[config.mk]
export PLATFORM = sky130hd
export DESIGN_NAME = udsr_core
export DESIGN_NICKNAME = d
export VERILOG_FILES = /design/src/hdl/udsr_pkg.sv /design/src/hdl/udsr_core.sv
export SDC_FILE = /design/constraint.sdc
export NUM_CORES = 1
export LEC_CHECK = 0
export ABC_AREA = 1
export BUFFER_PORTS_ARGS = -buffer_cell sky130_fd_sc_hd__buf_4
export CORE_MARGIN = 8
export CORE_UTILIZATION = 60
export CTS_CLUSTER_DIAMETER = 40
export DETAILED_ROUTE_END_ITERATION = 12
export PLACE_DENSITY = 0.83
export SLEW_MARGIN = 20
export SYNTH_ARGS = -nofsm -noshare
export SYNTH_HDL_FRONTEND = slang
export SYNTH_SLANG_ARGS = --single-unit
[constraint.sdc]
create_clock -name sys_clk_i -period 7 [get_ports sys_clk_i]
set_input_delay 1.05 -clock sys_clk_i [delete_from_list [all_inputs] [get_ports sys_clk_i]]
set_output_delay 1.05 -clock sys_clk_i [all_outputs]
set_load 0.005 [all_outputs]
[src/hdl/udsr_pkg.sv]
package udsr_pkg;

   // ------------------------------------------------------------------
   // Register offsets and field positions
   // ------------------------------------------------------------------
   localparam logic [3:0] OFS_RX_LOW   = 4'h0;
   localparam logic [3:0] OFS_RX_HIGH  = 4'h1;
   localparam logic [3:0] OFS_TX_LOW   = 4'h2;
   localparam logic [3:0] OFS_TX_HIGH  = 4'h3;
   localparam logic [3:0] OFS_STATUS   = 4'h4;
   localparam logic [3:0] OFS_CTRL_A   = 4'h5;

   localparam int ST_RXC = 7;
   localparam int ST_TXC = 6;
   localparam int ST_DRE = 5;
   localparam int ST_RXS = 4;
   localparam int ST_ISF = 3;
   localparam int ST_BDF = 1;
   localparam int ST_WFB = 0;

   localparam int CA_RECEIVE_COMPLETE_IRQ_ENABLE = 7;
   localparam int CA_TRANSMIT_COMPLETE_IRQ_ENABLE = 6;
   localparam int CA_BUFFER_EMPTY_IRQ_ENABLE = 5;
   localparam int CA_RECEIVE_START_IRQ_ENABLE = 4;
   localparam int CA_LOOPBACK_ENABLE  = 3;
   localparam int CA_AUTOBAUD_ERROR_IRQ_ENABLE = 2;

   // ------------------------------------------------------------------
   // Modes and encodings
   // ------------------------------------------------------------------
   typedef enum logic [1:0] {
      RXM_NORMAL  = 2'h0,
      RXM_DOUBLE  = 2'h1,
      RXM_GENERIC_AUTOBAUD = 2'h2,
      RXM_LIN_CONSTRAINED_AUTOBAUD = 2'h3
   } udsr_rxmode_t;

   localparam logic [2:0] CS_5BIT    = 3'h0;
   localparam logic [2:0] CS_6BIT    = 3'h1;
   localparam logic [2:0] CS_7BIT    = 3'h2;
   localparam logic [2:0] CS_8BIT    = 3'h3;
   localparam logic [2:0] CS_9LOW    = 3'h6;
   localparam logic [2:0] CS_9HIGH   = 3'h7;

   typedef enum logic [1:0] {
      RX_IDLE  = 2'h0,
      RX_START = 2'h1,
      RX_DATA  = 2'h2,
      RX_STOP  = 2'h3
   } udsr_rx_st_t;

   typedef enum logic [1:0] {
      AB_IDLE = 2'h0,
      AB_SYNC = 2'h1,
      AB_PID  = 2'h2,
      AB_RESP = 2'h3
   } udsr_ab_st_t;

   // ------------------------------------------------------------------
   // Timing counts, in system clock cycles (break length in bits), and control reset value
   // ------------------------------------------------------------------
   localparam logic [7:0] BIT_CYCLES  = 8'h10;
   localparam logic [7:0] BIT_HALF    = 8'h08;
   localparam logic [3:0] BREAK_BITS  = 4'hB;
   localparam logic [7:0] BIT_MIN     = 8'h04;
   localparam logic [7:0] BIT_MAX     = 8'hFF;
   localparam logic [7:0] CONTROL_REGISTER_A_RST   = 8'h00;

   // ------------------------------------------------------------------
   // Carriers
   // ------------------------------------------------------------------
   typedef struct packed {
      logic [3:0] addr;
      logic [7:0] wdata;
      logic       wr;
      logic       rd;
   } udsr_bus_t;

   typedef struct packed {
      logic         rx_en;
      logic         tx_en;
      logic         sfd_en;
      logic         standby;
      logic         spi_master;
      udsr_rxmode_t rx_mode;
      logic [2:0]   char_size;
   } udsr_cfg_t;

   typedef struct packed {
      logic [7:0]       control_register_a;
      logic [7:0]       txb_lo;
      logic             txb_hi;
      logic             txb_full;
      logic             tx_hi_wait;
      logic             tx_busy;
      logic [3:0]       tx_bits;
      logic [7:0]       tx_cnt;
      logic [10:0]      tx_sh;
      logic             txd;
      logic             transmit_complete_flag;
      logic             buffer_empty_flag;
      logic             receive_start_flag;
      logic             inconsistent_sync_flag;
      logic             bdf;
      logic             wfb_arm;
      logic             wfb_low;
      logic             brk;
      logic             rx_prev;
      udsr_rx_st_t      rx_st;
      logic [7:0]       rx_cnt;
      logic [3:0]       rx_bit;
      logic [8:0]       rx_sh;
      logic [1:0][8:0]  fifo;
      logic             head;
      logic [1:0]       fcnt;
      udsr_ab_st_t      ab_st;
      logic [11:0]      low_cnt;
      logic [2:0]       edges;
      logic [11:0]      span;
      logic [9:0]       iv;
      logic             bad;
      logic [7:0]       bit_len;
      logic [7:0]       rdata;
   } udsr_state_t;

   localparam udsr_state_t STATE_RST = '{control_register_a: CONTROL_REGISTER_A_RST, buffer_empty_flag: 1'b1, txd: 1'b1, rx_prev: 1'b1,
                                         bit_len: BIT_CYCLES, rx_st: RX_IDLE, ab_st: AB_IDLE,
                                         default: '0};

endpackage : udsr_pkg

[src/hdl/udsr_core.sv]
// The address-and-strobe port was chosen for this implementation.
`timescale 1ns/1ps
// Summary of operation
// - LIN auto-baud: received ninth bit is 0 for identifier, 1 for response data.
// - Other modes: received ninth bit holds the ninth data bit in nine-bit frames.
// - Short characters: transmitter ignores upper bits, receiver returns them as zero.
// - Transmit low-byte write accepted only while buffer-empty flag set, else discarded.
// - Enabled transmitter moves buffer to empty shift register, then serialises it.
// - Transmit ninth bit used only in nine-bit size, never as SPI master.
// - Receive-complete flag shows unread data; receiver disable flushes buffer.
// - Transmit-complete sets when frame done and buffer empty; cleared by vector or 1.
// - Buffer-empty flag is 1 when buffer empty, 0 while holding data; set after reset.
// - Writing the transmit low byte clears the buffer-empty flag.
// - Start detection in standby sets receive-start flag; reads 0 when disabled; write 1 clears.
// - Inconsistent-sync flag sets on bad sync timing, or LIN sync not 0x55.
// - Writing 1 to inconsistent-sync clears it and idles auto-baud logic.
// - Auto-baud: break is 11 low bits; break flag sets after break plus sync.
// - Writing 1 to the break flag clears it.
// - Wait-for-break treats next low-then-high as break; bit reads zero.
// - Wait-for-break with generic auto-baud accepts any measured rate from BIT_MIN to BIT_MAX cycles per bit.
// - Interrupt request active while flag and enable both set, until flag cleared.
// - Receiver mode: 0 normal, 1 double, 2 generic auto-baud, 3 LIN auto-baud.
module udsr_core
   import udsr_pkg::*;
(
   input  wire logic       sys_clk_i,         // System clock, 40 MHz
   input  wire logic       rstn_i,            // Asynchronous reset, active low
   input  wire logic       ce_i,              // Clock enable, freezes all state when low
   input  wire udsr_bus_t  bus_i,             // Register port request
   output logic [7:0]      rdata_o,           // Read data, valid the cycle after a read
   input  wire udsr_cfg_t  cfg_i,             // Enables, receiver mode and character size
   input  wire logic       txc_vector_ack_i,  // Transmit-complete vector executed, one cycle
   input  wire logic       rxd_i,             // Serial receive line
   output logic            txd_o,             // Serial transmit line
   output logic            irq_rxc_o,         // Receive-side interrupt request
   output logic            irq_dre_o,         // Buffer-empty interrupt request
   output logic            irq_txc_o          // Transmit-complete interrupt request
);

   // ------------------------------------------------------------------
   // Derived signals
   // ------------------------------------------------------------------
   udsr_state_t s;
   udsr_state_t next_s;
   logic        rx_line;
   logic        fall;
   logic        rise;
   logic        auto_m;
   logic        lin_m;
   logic [7:0]  len;
   logic [3:0]  nbits;
   logic        low_first;
   logic        ninth_en;
   logic [8:0]  tx_word;
   logic [8:0]  rx_word;
   logic        rx_d8;
   logic        got;
   logic        tx_done;
   logic        rd_pop;
   logic [11:0] brk_lim;
   logic [9:0]  two_bits;
   logic [9:0]  tol;
   logic [11:0] span_now;
   logic        wr_st;
   logic [1:0]  fc;
   logic        fh;

   always_comb begin
      case (cfg_i.char_size)
         CS_5BIT:  nbits = 4'h5;
         CS_6BIT:  nbits = 4'h6;
         CS_7BIT:  nbits = 4'h7;
         CS_9LOW:  nbits = 4'h9;
         CS_9HIGH: nbits = 4'h9;
         default:  nbits = 4'h8;
      endcase
   end

   assign rx_line   = s.control_register_a[CA_LOOPBACK_ENABLE] ? s.txd : rxd_i;
   assign fall      = s.rx_prev & ~rx_line;
   assign rise      = ~s.rx_prev & rx_line;
   assign auto_m    = cfg_i.rx_mode[1];
   assign lin_m     = cfg_i.rx_mode == RXM_LIN_CONSTRAINED_AUTOBAUD;
   assign len       = auto_m ? s.bit_len : ((cfg_i.rx_mode == RXM_DOUBLE) ? BIT_HALF : BIT_CYCLES);
   assign low_first = cfg_i.char_size == CS_9LOW;
   assign ninth_en  = (nbits == 4'h9) && !cfg_i.spi_master;
   assign tx_word   = {ninth_en & s.txb_hi, s.txb_lo} & ~(9'h1FF << nbits);
   assign rx_word   = s.rx_sh >> (4'h9 - nbits);
   assign rx_d8     = lin_m ? (s.ab_st != AB_PID) : rx_word[8];
   assign got       = (s.rx_st == RX_STOP) && (s.rx_cnt == 8'h00) && rx_line;
   assign tx_done   = s.tx_busy && (s.tx_cnt == 8'h00) && (s.tx_bits == 4'h1);
   assign rd_pop    = bus_i.rd && (s.fcnt != 2'h0) && (bus_i.addr == (low_first ? OFS_RX_HIGH : OFS_RX_LOW));
   assign brk_lim   = 12'(len) * 12'(BREAK_BITS);
   assign two_bits  = {1'b0, len, 1'b0};
   assign tol       = 10'(len >> 2) + 10'(len >> 3);
   assign span_now  = s.span + 12'h001;
   assign wr_st     = bus_i.wr && (bus_i.addr == OFS_STATUS);

   // ------------------------------------------------------------------
   // Next-state logic
   // ------------------------------------------------------------------
   always_comb begin
      fc     = s.fcnt;
      fh     = s.head;
      next_s = s;
      next_s.rx_prev = rx_line;

      // Register reads; data stands for one cycle only.
      next_s.rdata = 8'h00;
      if (bus_i.rd) begin
         case (bus_i.addr)
            OFS_RX_LOW:  next_s.rdata = s.fifo[s.head][7:0];
            OFS_RX_HIGH: next_s.rdata = {s.fcnt != 2'h0, 6'h00, s.fifo[s.head][8]};
            OFS_TX_LOW:  next_s.rdata = s.txb_lo;
            OFS_TX_HIGH: next_s.rdata = {7'h00, s.txb_hi};
            OFS_STATUS:  next_s.rdata = {s.fcnt != 2'h0, s.transmit_complete_flag, s.buffer_empty_flag, s.receive_start_flag & cfg_i.sfd_en,
                                         s.inconsistent_sync_flag, 1'b0, s.bdf, 1'b0};
            OFS_CTRL_A:  next_s.rdata = s.control_register_a;
            default:     next_s.rdata = 8'h00;
         endcase
      end

      // Register writes. Flag clears come first so a same-cycle set wins.
      if (bus_i.wr) begin
         case (bus_i.addr)
            OFS_TX_LOW: begin
               if (s.buffer_empty_flag) begin
                  next_s.txb_lo     = bus_i.wdata;
                  next_s.txb_full   = 1'b1;
                  next_s.buffer_empty_flag      = 1'b0;
                  next_s.tx_hi_wait = low_first;
               end
            end
            OFS_TX_HIGH: begin
               // ninth bit completes a low-first pair
               next_s.txb_hi     = bus_i.wdata[0];
               next_s.tx_hi_wait = 1'b0;
            end
            OFS_STATUS: begin
               if (bus_i.wdata[ST_TXC]) next_s.transmit_complete_flag = 1'b0;
               if (bus_i.wdata[ST_RXS]) next_s.receive_start_flag = 1'b0;
               if (bus_i.wdata[ST_BDF]) next_s.bdf = 1'b0;
               if (bus_i.wdata[ST_WFB]) next_s.wfb_arm = 1'b1;
               if (bus_i.wdata[ST_ISF]) begin
                  next_s.inconsistent_sync_flag   = 1'b0;
                  next_s.ab_st   = AB_IDLE;
                  next_s.brk     = 1'b0;
                  next_s.edges   = 3'h0;
                  next_s.low_cnt = 12'h000;
               end
            end
            OFS_CTRL_A: next_s.control_register_a = bus_i.wdata;
            default: ;
         endcase
      end
      if (txc_vector_ack_i) next_s.transmit_complete_flag = 1'b0;

      // ---------------- Transmitter ----------------
      // load shift register when empty
      if (cfg_i.tx_en && s.txb_full && !s.tx_hi_wait && !s.tx_busy) begin
         next_s.tx_sh    = (11'(tx_word) << 1) | (11'h001 << (nbits + 4'h1));
         next_s.tx_bits  = nbits + 4'h2;
         next_s.tx_cnt   = len - 8'h01;
         next_s.tx_busy  = 1'b1;
         next_s.txd      = 1'b0;
         next_s.txb_full = 1'b0;
         next_s.buffer_empty_flag    = 1'b1;
      end else if (s.tx_busy) begin
         if (s.tx_cnt != 8'h00) begin
            next_s.tx_cnt = s.tx_cnt - 8'h01;
         end else if (tx_done) begin
            next_s.tx_busy = 1'b0;
            next_s.txd     = 1'b1;
            if (!s.txb_full) next_s.transmit_complete_flag = 1'b1;
         end else begin
            next_s.tx_sh   = s.tx_sh >> 1;
            next_s.txd     = s.tx_sh[1];
            next_s.tx_bits = s.tx_bits - 4'h1;
            next_s.tx_cnt  = len - 8'h01;
         end
      end

      // ---------------- Receiver ----------------
      case (s.rx_st)
         RX_IDLE: begin
            if (cfg_i.rx_en && fall && s.ab_st != AB_SYNC) begin
               next_s.rx_st  = RX_START;
               next_s.rx_cnt = len >> 1;
            end
         end
         RX_START: begin
            if (s.rx_cnt != 8'h00) begin
               next_s.rx_cnt = s.rx_cnt - 8'h01;
            end else begin
               next_s.rx_st  = rx_line ? RX_IDLE : RX_DATA;
               next_s.rx_cnt = len - 8'h01;
               next_s.rx_bit = 4'h0;
            end
         end
         RX_DATA: begin
            if (s.rx_cnt != 8'h00) begin
               next_s.rx_cnt = s.rx_cnt - 8'h01;
            end else begin
               next_s.rx_sh  = {rx_line, s.rx_sh[8:1]};
               next_s.rx_bit = s.rx_bit + 4'h1;
               next_s.rx_cnt = len - 8'h01;
               if (s.rx_bit == nbits - 4'h1) next_s.rx_st = RX_STOP;
            end
         end
         RX_STOP: begin
            if (s.rx_cnt != 8'h00) next_s.rx_cnt = s.rx_cnt - 8'h01;
            else next_s.rx_st = RX_IDLE;
         end
         default: next_s.rx_st = RX_IDLE;
      endcase

      // two-entry receive buffer; a character arriving while full is dropped.
      if (rd_pop) begin
         fh = ~s.head;
         fc = s.fcnt - 2'h1;
      end
      if (got) begin
         if (fc != 2'h2) begin
            next_s.fifo[fh ^ fc[0]] = {rx_d8, rx_word[7:0]};
            fc = fc + 2'h1;
         end
         // A same-cycle sync flag clear idles the auto-baud logic, so it wins here.
         if (s.ab_st == AB_PID && !(wr_st && bus_i.wdata[ST_ISF])) next_s.ab_st = AB_RESP;
         if (auto_m) next_s.bdf = 1'b0;
      end
      next_s.head = fh;
      next_s.fcnt = fc;

      if (cfg_i.sfd_en && cfg_i.standby && fall) next_s.receive_start_flag = 1'b1;

      // ---------------- Auto-baud ----------------
      if (auto_m && cfg_i.rx_en) begin
         next_s.low_cnt = rx_line ? 12'h000 : ((s.low_cnt == 12'hFFF) ? s.low_cnt : s.low_cnt + 12'h001);
         if (s.low_cnt >= brk_lim) next_s.brk = 1'b1;
         if (s.wfb_arm && !rx_line) next_s.wfb_low = 1'b1;
         if (rise && (s.brk || (s.wfb_arm && s.wfb_low))) begin
            next_s.ab_st   = AB_SYNC;
            next_s.brk     = 1'b0;
            next_s.wfb_arm = 1'b0;
            next_s.wfb_low = 1'b0;
            next_s.edges   = 3'h0;
            next_s.span    = 12'h000;
            next_s.iv      = 10'h000;
            next_s.bad     = 1'b0;
            next_s.rx_st   = RX_IDLE;
         end
         if (s.ab_st == AB_SYNC && s.edges != 3'h0) begin
            next_s.span = (s.span == 12'hFFF) ? s.span : span_now;
            next_s.iv   = (s.iv == 10'h3FF) ? s.iv : s.iv + 10'h001;
         end
         // Sync is 0x55: five falling edges two bit times apart, eight bit times first to last.
         if (s.ab_st == AB_SYNC && fall) begin
            next_s.edges = s.edges + 3'h1;
            next_s.iv    = 10'h000;
            // LIN: each two-bit interval must fit the local rate
            if (lin_m && s.edges != 3'h0 && (s.iv + tol < two_bits || s.iv > two_bits + tol)) begin
               next_s.bad = 1'b1;
            end
            if (s.edges == 3'h4) begin
               // in generic mode any rate from BIT_MIN to BIT_MAX cycles per bit is accepted
               if (span_now[11:3] >= 9'(BIT_MIN) && span_now[11:3] <= 9'(BIT_MAX) && !s.bad &&
                   !(lin_m && (s.iv + tol < two_bits || s.iv > two_bits + tol))) begin
                  next_s.bdf   = 1'b1;
                  next_s.ab_st = AB_PID;
                  if (!lin_m) next_s.bit_len = span_now[10:3];
               end else begin
                  next_s.inconsistent_sync_flag = 1'b1;
                  next_s.ab_st = AB_IDLE;
               end
            end
         end
      end

      // receiver disable flushes buffer and resets auto-baud
      if (!cfg_i.rx_en) begin
         next_s.fcnt    = 2'h0;
         next_s.rx_st   = RX_IDLE;
         next_s.ab_st   = AB_IDLE;
         next_s.low_cnt = 12'h000;
         next_s.brk     = 1'b0;
         next_s.wfb_low = 1'b0;
      end
   end

   // ------------------------------------------------------------------
   // State register
   // ------------------------------------------------------------------
   always_ff @(posedge sys_clk_i or negedge rstn_i) begin
      if (!rstn_i) begin
         s <= STATE_RST;
      end else if (ce_i) begin
         s <= next_s;
      end
   end

   assign rdata_o   = s.rdata;
   assign txd_o     = s.txd;
   // request holds while flag and enable are set
   assign irq_rxc_o = (s.fcnt != 2'h0 && s.control_register_a[CA_RECEIVE_COMPLETE_IRQ_ENABLE]) || (s.receive_start_flag && cfg_i.sfd_en && s.control_register_a[CA_RECEIVE_START_IRQ_ENABLE])
                      || (s.inconsistent_sync_flag && s.control_register_a[CA_AUTOBAUD_ERROR_IRQ_ENABLE]);
   assign irq_dre_o = s.buffer_empty_flag && s.control_register_a[CA_BUFFER_EMPTY_IRQ_ENABLE];
   assign irq_txc_o = s.transmit_complete_flag && s.control_register_a[CA_TRANSMIT_COMPLETE_IRQ_ENABLE];
endmodule : udsr_core

==> results.yml <==
outcome:
  outcome: "completed"
drt:
  totalWireLength_um: 28200
  wl_per_cell_um: 16.1
  routed-via-count: 9978
  antenna_left: 0
  drc: 0
  drt_pass1_iterations: 6
  routed_via_density: 5.70
  drt_iter0_drc: 652
timing:
  maxSlewHeadroom: 0.378
  setup-tns-final_ns: 0
  finalCriticalPeriod_ns: 5.05
  fin_ws_ns: 1.95
  setup-violations-final: 0
  skew_ns: 0.0105
  rsz0062_at_grt: "no"
  slew_viol_final: 0
  timing.final.crit_share: 0.722
  max_freq_mhz: 198
  tightestPinTransition_ns: 0.932
  final_hold_viol_count: 0
floorplanning:
  die_w_um: 153
  dieArea_um2: 23400
  row_count: 50
  die_height_um: 153
  coreArea_um2: 18600
  ios: 41
  start_util: 0.607
pwr:
  p_total_mw: 2.91
  p_sw_frac: 0.380
  leakage_nw: 6.14
  switchingPower_mw: 1.11
  powerDensity_nw_per_um2: 237
  seq_power_share: 0.397
  clockPowerShare: 0.320
  peakVddDrop_mv: 0.167
  intPower_mw: 1.81
  combPwrFrac: 0.283
clock_tree:
  cts_max_path_buffers: 2
  h-tree-depth: 4
  cts_tree: "done"
  postCtsSetupBuffers: 0
  path_clk_slew_ns: 0.07
  clock_latency_ns: 0.44
  root_buffer: "clkbuf_16"
  numCtsBuffers: 17
  clock-sinks: 152
  ctsResizeCount: 0
  postCtsHoldBufs: 0
synthesis:
  syn_nets: 1605
  synth.most_common_cell: "nand2_1"
  syn_inst: 1472
  yosys-top-cells-count: "nand2_1 (331), inv_1 (214), dfrtp_1 (148)"
  synth_area_per_cell_um2: 7.66
  ys_seq_elements: 152
  ys_seq_area_frac: 0.338
  synth-edff-count: 0
  async_flop_share: 1.00
  ys.flop_type: "dfrtp_1"
  ys_types: 62
  yosysWarnings: 0
  netlist_area_um2: 11300
  synth_top_cell_by_area: "dfrtp_1"
  synth_area_leaders: "dfrtp_1 (33%), nand2_1 (11%), ha_1 (11%)"
  synth_top_cell_area_share: 0.329
setup_path:
  critPathRequiredTime_ns: 7.37
  crit_fanout: 16
  crit_top_cell: "nand2_1"
  slowest_stage: "ha_1"
  crit_type: "primary input to register"
  endpoint_kind: "register"
  slowest_delay_ns: 0.34
  cp-start-kind: "primary input"
  worst_ep_arrival_time_ns: 5.42
placement:
  dpl_worst_slack_ns: 1.58
  dp_cells: 1717
  gp_congestion: 0.936
  post-dp-hpwl_um: 21200
  port-buffer-count: 40
  placedInstanceArea_um2: 11700
layout:
  final_area_um2: 12300
  area_growth_pct: 8.80
  fin_nets: 1635
  stdcell_count: 1749
  drive_above_1_share: 0.120
  diodes: 0
global_routing:
  grt_usage: 0.241
  antenna_found_initial: 0
  grt_start_max_net_pins: 97
  first_global_vias: 9795
  grt_pass1_wl_um: 46800
  gr-total-overflow: 0
flow_run:
  cap_violations: 0
hold_path:
  hold_class: "register to register"
[final cells by class]
class / count / area (um^2)
Clock buffer: 17 / 425
Clock inverter: 15 / 176
Fill cell: 1568 / 6320
Inverter: 237 / 900
Multi-Input combinational cell: 1052 / 6340
Sequential cell: 152 / 3810
Tap cell: 234 / 293
Timing Repair Buffer: 42 / 319
[cells by family after synthesis]
| family | synth area share |
|---|---|
| AOI/OAI and AO/OA | 0.166 |
| xor gates and xnor gates | 0.0420 |
| adders and majority gates | 0.120 |
| buffers and inverters | 0.0995 |
| DFF | 0.338 |
| and+or+nand+nor | 0.234 |
[registers in the layout, summed over array words and instances (netlist names)]
register / cells
s: 143
rdata_o: 8
txd_o: 1
[worst paths after layout]
check	startpoint	endpoint	slack, ns	cells past startpoint
min in group asynchronous	rstn_i	s[132]	0.71	1
max reg2reg	s[13]	s[12]	2.32	30
min	s[102]	s[102]	0.49	2
min reg2reg	s[102]	s[102]	0.49	2
max in group asynchronous	rstn_i	s[19]	5.02	2
max	cfg_i[4]	s[12]	1.95	31
[stage by stage]
step | utilization | hold slack, ns
after floorplan | - | 0.449
after detailed placement | 0.628 | 0.474
after CTS | 0.660 | 0.491
after global placement | 0.628 | 0.465
after global routing | 0.660 | 0.513
final | 0.660 | 0.490
[routing by layer]
metal / routed length, um / vias up / track usage
met5: 0 / - / 0
li1: - / 4886 / -
met4: 931 / 0 / 0.107
met3: 1650 / 68 / 0.0502
met1: 11800 / 4723 / 0.291
met2: 13800 / 301 / 0.410
[power groups by stage]
stage,Sequential [mW],Clock [mW],Combinational [mW]
detailed placement,1.16,0,0.813
CTS,1.15,0.938,0.820
finish,1.16,0.931,0.825
global placement,1.16,0,0.781
floorplan,1.13,0,0.626
global route,1.17,0.974,0.937
[worst max-delay path, delay by kind of cell]
kind                     cells  cell delay, ns
AO/OA/AOI/OAI                8            1.13
XOR/XNOR                     2            0.29
adder cells (fa/ha/maj)      3            0.96
buffers and inverters        6            0.79
AND/OR/NAND/NOR             12            1.23
[layout by cell type (no fill, tap or decap), types with 27 or more instances in the layout]
cell	count
dfrtp_1	148
nor2_1	86
a21oi_1	74
buf_4	41
inv_1	214
nand2_1	331
o21ai_0	114
ha_1	97
o21ai_1	27
xor2_1	43
nand3_1	54
No activity file was read; power rests on OpenSTA's default activity.
